===== src/core/ifd_pkg.sv =====
package ifd_pkg;
    // Word and field widths
    localparam int INSN_W      = 14;
    localparam int FADDR_W     = 7;
    localparam int BITSEL_W    = 3;
    localparam int LIT8_W      = 8;
    localparam int LIT11_W     = 11;
    localparam int DATA_W      = 8;
    // Field positions inside the instruction word
    localparam int GROUP_HI    = 13;
    localparam int GROUP_LO    = 12;
    localparam int DEST_POS    = 7;
    localparam int BIT_LO      = 7;
    localparam int SUBOP_HI    = 11;
    localparam int SUBOP_LO    = 8;
    localparam int LIT11_SEL   = 11;
    // Group codes held in the two top bits
    localparam logic [1:0] GRP_BYTE  = 2'h0;
    localparam logic [1:0] GRP_BIT   = 2'h1;
    localparam logic [1:0] GRP_JUMP  = 2'h2;
    localparam logic [1:0] GRP_LIT   = 2'h3;
    // Selected opcodes within the groups
    localparam logic [3:0] OP_MOVWF  = 4'h0;
    localparam logic [3:0] OP_CLR    = 4'h1;
    localparam logic [3:0] OP_DECFSZ = 4'hB;
    localparam logic [3:0] OP_INCFSZ = 4'hF;
    localparam logic [1:0] BOP_BTFSC = 2'h2;
    localparam logic [1:0] BOP_BTFSS = 2'h3;
    localparam logic [INSN_W-1:0] WORD_RETURN  = 14'h0008;
    localparam logic [INSN_W-1:0] WORD_RETFIE  = 14'h0009;
    localparam logic [5:0]        RETLW_HI     = 6'h34;
    // Instruction cycle: four oscillator periods
    localparam int Q_PHASES    = 4;
    localparam logic [1:0] Q_LAST = 2'h3;
    // Reset value of the held instruction: an all-zero word is no_operation
    localparam logic [INSN_W-1:0] NO_OPERATION = 14'h0000;

    // Instruction category
    typedef enum logic [1:0] {
        IFD_CAT_BYTE,
        IFD_CAT_BIT,
        IFD_CAT_LITCTL
    } ifd_cat_t;

    // Decoded operand fields
    typedef struct packed {
        ifd_cat_t             cat;
        logic [FADDR_W-1:0]   faddr;
        logic                 dest_file;
        logic [BITSEL_W-1:0]  bitsel;
        logic                 lit_wide;
        logic [LIT11_W-1:0]   literal;
        logic                 uses_file;
        logic                 is_skip;
        logic                 is_jump;
    } ifd_fields_t;

    // Write-back steering for the datapath
    typedef struct packed {
        logic                 rd_file;
        logic                 wr_file;
        logic                 wr_acc;
        logic [FADDR_W-1:0]   faddr;
        logic [DATA_W-1:0]    bit_mask;
    } ifd_route_t;
endpackage


===== src/core/ifd_field_split.sv =====
`timescale 1ns/1ps
// Pure combinational field extraction of one instruction word
module ifd_field_split
    import ifd_pkg::*;
(
    // Instruction in
    input  wire logic [ifd_pkg::INSN_W-1:0] insn,
    // Fields out
    output ifd_pkg::ifd_fields_t            fields
);
    import ifd_pkg::*;

    logic [1:0] group;    // Top two opcode bits
    logic [3:0] subop;    // Byte-group opcode nibble

    assign group = insn[GROUP_HI:GROUP_LO];
    assign subop = insn[SUBOP_HI:SUBOP_LO];

    // Classification and operand pick-off
    always_comb begin
        fields           = '0;
        fields.faddr     = insn[FADDR_W-1:0];
        fields.dest_file = insn[DEST_POS];
        fields.bitsel    = insn[BIT_LO+BITSEL_W-1:BIT_LO];
        case (group)
            GRP_BYTE: begin
                // Control words like return live here but name no file
                fields.cat       = IFD_CAT_BYTE;
                fields.uses_file = (subop != OP_MOVWF)
                                 || insn[DEST_POS];
                fields.is_skip   = (subop == OP_DECFSZ)
                                 || (subop == OP_INCFSZ);
                fields.is_jump   = (insn == WORD_RETURN)
                                 || (insn == WORD_RETFIE);
                if (subop == OP_CLR && !insn[DEST_POS]) begin
                    fields.uses_file = 1'b0;                  // Clear acc only
                end
            end
            GRP_BIT: begin
                fields.cat       = IFD_CAT_BIT;
                fields.uses_file = 1'b1;
                fields.is_skip   = insn[SUBOP_HI];            // Test forms
            end
            GRP_JUMP: begin
                fields.cat      = IFD_CAT_LITCTL;
                fields.lit_wide = 1'b1;
                fields.literal  = insn[LIT11_W-1:0];
                fields.is_jump  = 1'b1;
            end
            default: begin
                fields.cat     = IFD_CAT_LITCTL;
                fields.literal = {3'h0, insn[LIT8_W-1:0]};
                fields.is_jump = (insn[13:8] == RETLW_HI);
            end
        endcase
    end
endmodule


===== src/core/ifd_core.sv =====
`timescale 1ns/1ps
module ifd_core
    import ifd_pkg::*;
(
    // Clock and reset
    input  wire logic                          clock,
    input  wire logic                          rst_n,
    // Program memory side
    input  wire logic [ifd_pkg::INSN_W-1:0]    fetch_word,
    output logic                               fetch_strobe,
    // Datapath feedback: skip condition of the executing word is true
    input  wire logic                          skip_true,
    // Decoded instruction to the datapath
    output ifd_pkg::ifd_fields_t               exec_fields,
    output logic                               exec_valid,
    output logic                               no_operation,
    // Phase markers
    output logic [1:0]                         q_phase,
    output logic                               cycle_end,
    // Register file and accumulator steering
    output ifd_pkg::ifd_route_t                route
);
    import ifd_pkg::*;

    // Phase sequencer states, one per oscillator period
    typedef enum logic [1:0] {
        IFD_Q1,
        IFD_Q2,
        IFD_Q3,
        IFD_Q4
    } ifd_q_t;

    ifd_q_t               q_state;      // Current period in the cycle
    logic [INSN_W-1:0]    prefetch;     // Word fetched ahead
    logic [INSN_W-1:0]    exec_word;    // Word now executing
    logic                 flush;        // Next cycle must be idle
    ifd_fields_t          dec_fields;   // Fields of the executing word
    ifd_fields_t          next_fields;  // Gated copy for the output

    // One-hot mask for a bit position, used by set/clear and tests
    function automatic logic [DATA_W-1:0] bit_mask_of(
        input logic [BITSEL_W-1:0] sel
    );
        bit_mask_of = DATA_W'(1) << sel;
    endfunction

    ifd_field_split u_split (
        .insn   (exec_word),
        .fields (dec_fields)
    );

    // Four-period instruction cycle; Q4 closes each cycle
    always_ff @(posedge clock) begin
        if (!rst_n) begin
            q_state <= IFD_Q1;
        end else begin
            case (q_state)
                IFD_Q1:  q_state <= IFD_Q2;
                IFD_Q2:  q_state <= IFD_Q3;
                IFD_Q3:  q_state <= IFD_Q4;
                IFD_Q4:  q_state <= IFD_Q1;
                default: q_state <= IFD_Q1;
            endcase
        end
    end

    // Phase outputs registered so the top drives from flops
    always_ff @(posedge clock) begin
        if (!rst_n) begin
            q_phase   <= 2'h0;
            cycle_end <= 1'b0;
        end else begin
            q_phase   <= q_state;
            cycle_end <= (q_state == IFD_Q4);
        end
    end

    // Fetch strobe: word is latched from memory at the end of Q4
    always_ff @(posedge clock) begin
        if (!rst_n) begin
            fetch_strobe <= 1'b0;
        end else begin
            fetch_strobe <= (q_state == IFD_Q3);
        end
    end

    // Pipeline: prefetch overlaps execution of the current word
    always_ff @(posedge clock) begin
        if (!rst_n) begin
            prefetch  <= NO_OPERATION;
            exec_word <= NO_OPERATION;
        end else if (q_state == IFD_Q4) begin
            prefetch  <= fetch_word;
            // The word behind a jump is loaded but masked by flush, so
            // exactly one word is lost and the following one still runs
            exec_word <= prefetch;
        end
    end

    // Flush flag decided at Q4 from the word ending its cycle.
    // Skip is sampled late so the datapath has Q1-Q3 to resolve it.
    always_ff @(posedge clock) begin
        if (!rst_n) begin
            flush <= 1'b1;   // Reset value held in exec_word is not run
        end else if (q_state == IFD_Q4) begin
            if (flush) begin
                flush <= 1'b0;  // Idle cycle itself never flushes
            end else begin
                flush <= dec_fields.is_jump
                       || (dec_fields.is_skip && skip_true);
            end
        end
    end

    // Idle cycles present all-zero fields to the datapath
    always_comb begin
        next_fields = dec_fields;
        if (flush) begin
            next_fields = '0;
        end
    end

    // Decoded fields and valid, registered
    always_ff @(posedge clock) begin
        if (!rst_n) begin
            exec_fields  <= '0;
            exec_valid   <= 1'b0;
            no_operation <= 1'b1;
        end else begin
            exec_fields  <= next_fields;
            exec_valid   <= !flush;
            no_operation <= flush;
        end
    end

    // Register file steering: read in Q2, write in Q4.
    // Read happens even for write-only words so side effects match.
    always_ff @(posedge clock) begin
        if (!rst_n) begin
            route <= '0;
        end else begin
            route.faddr    <= dec_fields.faddr;
            route.bit_mask <= bit_mask_of(dec_fields.bitsel);
            route.rd_file  <= !flush && dec_fields.uses_file
                            && (q_state == IFD_Q1);
            route.wr_file  <= !flush && dec_fields.uses_file
                            && (q_state == IFD_Q3)
                            && ((dec_fields.cat == IFD_CAT_BIT
                                 && !dec_fields.is_skip)
                                || (dec_fields.cat == IFD_CAT_BYTE
                                    && dec_fields.dest_file
                                    && !dec_fields.is_jump));
            route.wr_acc   <= !flush && (q_state == IFD_Q3)
                            && ((dec_fields.cat == IFD_CAT_BYTE
                                 && !dec_fields.dest_file
                                 && !dec_fields.is_jump)
                                || (dec_fields.cat == IFD_CAT_LITCTL
                                    && !dec_fields.lit_wide));
        end
    end
endmodule


===== config.mk =====
export PLATFORM = sky130hd
export DESIGN_NAME = ifd_core
export DESIGN_NICKNAME = d
export VERILOG_FILES = /design/src/core/ifd_pkg.sv /design/src/core/ifd_field_split.sv /design/src/core/ifd_core.sv
export SDC_FILE = /design/constraint.sdc
export NUM_CORES = 1
export LEC_CHECK = 0
export BUFFER_PORTS_ARGS = -buffer_cell sky130_fd_sc_hd__buf_4
export CORE_ASPECT_RATIO = 1.5
export CORE_MARGIN = 2
export CORE_UTILIZATION = 58
export CTS_BUF_LIST = sky130_fd_sc_hd__clkbuf_8
export CTS_CLUSTER_DIAMETER = 80
export DETAILED_ROUTE_END_ITERATION = 6
export PLACE_DENSITY = 0.86
export SYNTH_ARGS = -nofsm -noshare
export SYNTH_HDL_FRONTEND = slang
export SYNTH_SLANG_ARGS = --single-unit

===== constraint.sdc =====
create_clock -name clock -period 3.1 [get_ports clock]
set_input_delay 0.31 -clock clock [delete_from_list [all_inputs] [get_ports clock]]
set_output_delay 0.31 -clock clock [all_outputs]
set_load 0.005 [all_outputs]

==> flow_summary_export.csv <==
group,metric,value,unit
power_and_ir_drop,comb_power_share,3.2,%
routing,wire_per_inst,12.73,um
floorplanning,core_area,4504,um^2
yosys,netlist_area,2699,um^2
layout,fin_cells,360,
clocking,ctsResizeCount,0,
critical_path,regToRegSetupSlack,1480,ps
global_route,busiest_layer,"met2",
routing,firstDrtPassIters,4,
critical_path,cp-start-kind,"flip-flop",
worst_hold_path,whs_path_depth,3,
clocking,hold_buffers,0,
clocking,clk_pin_slew,70,ps
timing,slew_headroom,70.72,%
timing,fin_crit,1618,ps
floorplanning,initial_core_util,59.92,%
floorplanning,die_area,5226,um^2
floorplanning,rows,30,
critical_path,end_kind,"flip-flop",
clocking,h-tree-depth,3,
clocking,cts_setup_buffers,0,
place,place_congestion,0.8251,
global_route,grt_max_degree,50,
power_and_ir_drop,switchingPower,0.0003768,W
timing,hold_slack,225.4,ps
critical_path,reg2reg_to,"prefetch[10]$_SDFFE_PN0P_",
global_route,grt_use_met1,22.19,%
outcome,status,"complete, no violations",
critical_path,reg2reg_depth,4,
timing,fin_worst_skew,9.325,ps
clocking,cts_tree,"built",
timing,setup_violations,0,
timing,finalHoldViolCount,0,
layout,final_nets,328,
routing,ant_nets,0,
routing,routed_via_density,4.917,
global_route,met2_usage,30.43,%
power_and_ir_drop,peakVddDrop,521.6,uV
yosys,synth-async-reset-ratio,0,%
critical_path,crit_fanout,18,
layout,area_growth,26.38,%
routing,drt_iter0_markers,38,
clocking,clk_latency,340,ps
global_route,track_usage,18.67,%
global_route,grt_overflow,0,
power_and_ir_drop,sw_frac_of_total,19.39,%
yosys,yosysWarnings,0,
power_and_ir_drop,finalPower,0.001943,W
critical_path,r2r_start,"q_state[1]$_SDFF_PN0_",
global_route,antenna_found_initial,0,
power_and_ir_drop,p_int,0.001566,W
clocking,clockBufferDepth,2,
global_route,gr-usage-met3,5.761,%
layout,antenna_cells,0,
critical_path,crit_type,"reg2reg",
floorplanning,die_w,59.70,um
yosys,synth_seq_area_share,60.83,%
yosys,synth_cells,242,
yosys,ys_types,33,
clocking,clock-root-buffer,"clkbuf_8",
global_route,grt_pass1_wl,7.314,mm
critical_path,worst_ep_required_time,3320,ps
global_route,grt_pass1_vias,1612,
yosys,synth_area_per_cell,11.15,um^2
run,max_cap_viol_count,0,
timing,max_freq,0.6179,GHz
timing,fin_setup_tns,0,ps
yosys,ys_ff_latch,82,
yosys,synth_edf_count,0,
timing,worst_slew_pin_slew,438.6,ps
power_and_ir_drop,p_per_area,569.6,nW/um^2
routing,drcViolationCount,0,
layout,final_core_util,75.72,%
worst_hold_path,worstHoldEndpoint,"prefetch[9]$_SDFFE_PN0P_",
floorplanning,die_y,87.55,um
place,dp.cells,345,
place,hpwl,3.175,mm
timing,rsz0062_at_grt,"no",
clocking,numCtsBuffers,9,
clocking,cts.sinks,82,
power_and_ir_drop,p_leak,1.452,nW
timing,post-route-period-util,52.21,%
yosys,synth.net_count,262,
power_and_ir_drop,sequentialPowerShare,55.0,%
routing,vias,1770,
floorplanning,pin_count,69,
yosys,synth-main-ff-cell,"dfxtp_1",
place,io_buffers,68,
power_and_ir_drop,p_clk_share,41.9,%
routing,wl,4.581,mm
worst_hold_path,hp-class,"in2reg",
worst_hold_path,hp-start,"fetch_word[9]",
timing,drv_slew,0,
layout,drive_above_1_share,30.45,%
critical_path,cp.arrival,1840,ps
==> sequential cells by signal, indices dropped and copies added, names as in the netlist <==
| register | count |
|---|---|
| flush | 1 |
| exec_fields | 27 |
| q_phase | 2 |
| fetch_strobe | 1 |
| cycle_end | 1 |
| prefetch | 14 |
| exec_word | 14 |
| no_operation | 1 |
| q_state | 2 |
| route | 18 |
| exec_valid | 1 |
==> power by group through the flow <==
| stage | combinational (W) | clock (W) | sequential [W] |
|---|---|---|---|
| after global routing | 0.0000676 | 0.000868 | 0.00107 |
| after global placement | 0.0000608 | 0 | 0.00109 |
| after detailed placement | 0.0000617 | 0 | 0.00109 |
| after CTS | 0.0000620 | 0.000826 | 0.00107 |
| final | 0.0000613 | 0.000814 | 0.00107 |
| after floorplan | 0.0000356 | 0 | 0.00109 |
==> worst max path at each step <==
stage	startpoint	endpoint	slack (ps)	depth (start not counted)
floorplan	q_state[1]$_SDFF_PN0_	flush$_SDFFE_PN1P_	1880	6
global placement	q_state[1]$_SDFF_PN0_	prefetch[5]$_SDFFE_PN0P_	1570	4
detailed placement	q_state[1]$_SDFF_PN0_	exec_word[8]$_SDFFE_PN0P_	1480	4
CTS	q_state[1]$_SDFF_PN0_	prefetch[10]$_SDFFE_PN0P_	1470	4
global route	q_state[1]$_SDFF_PN0_	prefetch[5]$_SDFFE_PN0P_	1380	4
finish	q_state[1]$_SDFF_PN0_	prefetch[10]$_SDFFE_PN0P_	1480	4
==> area by class of cell <==
type | count | area (um^2)
Tap cell | 48 | 60.06
Timing Repair Buffer | 69 | 518.0
Multi-Input combinational cell | 136 | 937.1
Inverter | 10 | 37.54
Clock inverter | 5 | 78.83
Fill cell | 303 | 1094
Clock buffer | 10 | 137.6
Sequential cell | 82 | 1642
==> per-layer routing <==
metal | vias up | part of all wire (%)
li1 | 914 | -
met3 | 10 | 5.7
met5 | - | 0
met2 | 54 | 49
met1 | 792 | 44
met4 | 0 | 1.9
==> synth_stat cells (2+ instances only) <==
cell	number	area, um^2
dfxtp_1	82	1642
mux2i_1	28	280.3
nor2b_1	28	175.2
nor2_1	18	67.56
and2_1	17	106.4
nand2_1	10	37.54
inv_1	8	30.03
and3_1	5	31.28
buf_2	5	25.02
buf_4	5	37.54
nor3_1	4	20.02
clkbuf_1	3	11.26
ha_1	3	37.54
nand2b_1	3	18.77
a21oi_1	2	10.01
inv_2	2	7.510
nor2_2	2	12.51
nor3b_1	2	15.01
==> cells by family (layout without fill, tap and decap cells) <==
kind of cell,count (synthesis),in the layout,share of synthesized area [%]
AOI/OAI and AO/OA,10,10,2.967
adders and majority gates,3,3,1.391
DFF,82,82,60.83
muxes,28,28,10.38
buffers and inverters,24,94,4.543
and+or+nand+nor,95,95,19.89
==> cells in the final DEF, fill, tap and decap left out, types with 2 or more instances in the layout <==
master     instances
inv_2              2
nor3_1             4
nand2b_1           3
nor2b_1           28
nand2_1           10
inv_1              8
buf_4             69
clkbuf_8          10
dfxtp_1           82
and3_1             5
bufinv_16          2
nor2_1            18
a21oi_1            2
nor2_2             2
clkinv_2           2
ha_1               2
nor3b_1            2
and2_1            17
mux2i_1           28
==> critical path: stages, from the launching register on <==
cell and delay (ps):
dfxtp_1 380, ha_2 450, buf_4 380, mux2i_1 240, nor2b_1 60
==> stage by stage <==
| step | cell area (um^2) | setup slack, ps |
|---|---|---|
| finish | 3411 | 1482 |
| global route | 3411 | 1375 |
| CTS | 3411 | 1468 |
| detailed placement | 3194 | 1485 |
| global placement | 3194 | 1567 |
| floorplan | 2699 | 1876 |
No activity file was read; power rests on OpenSTA's default activity.
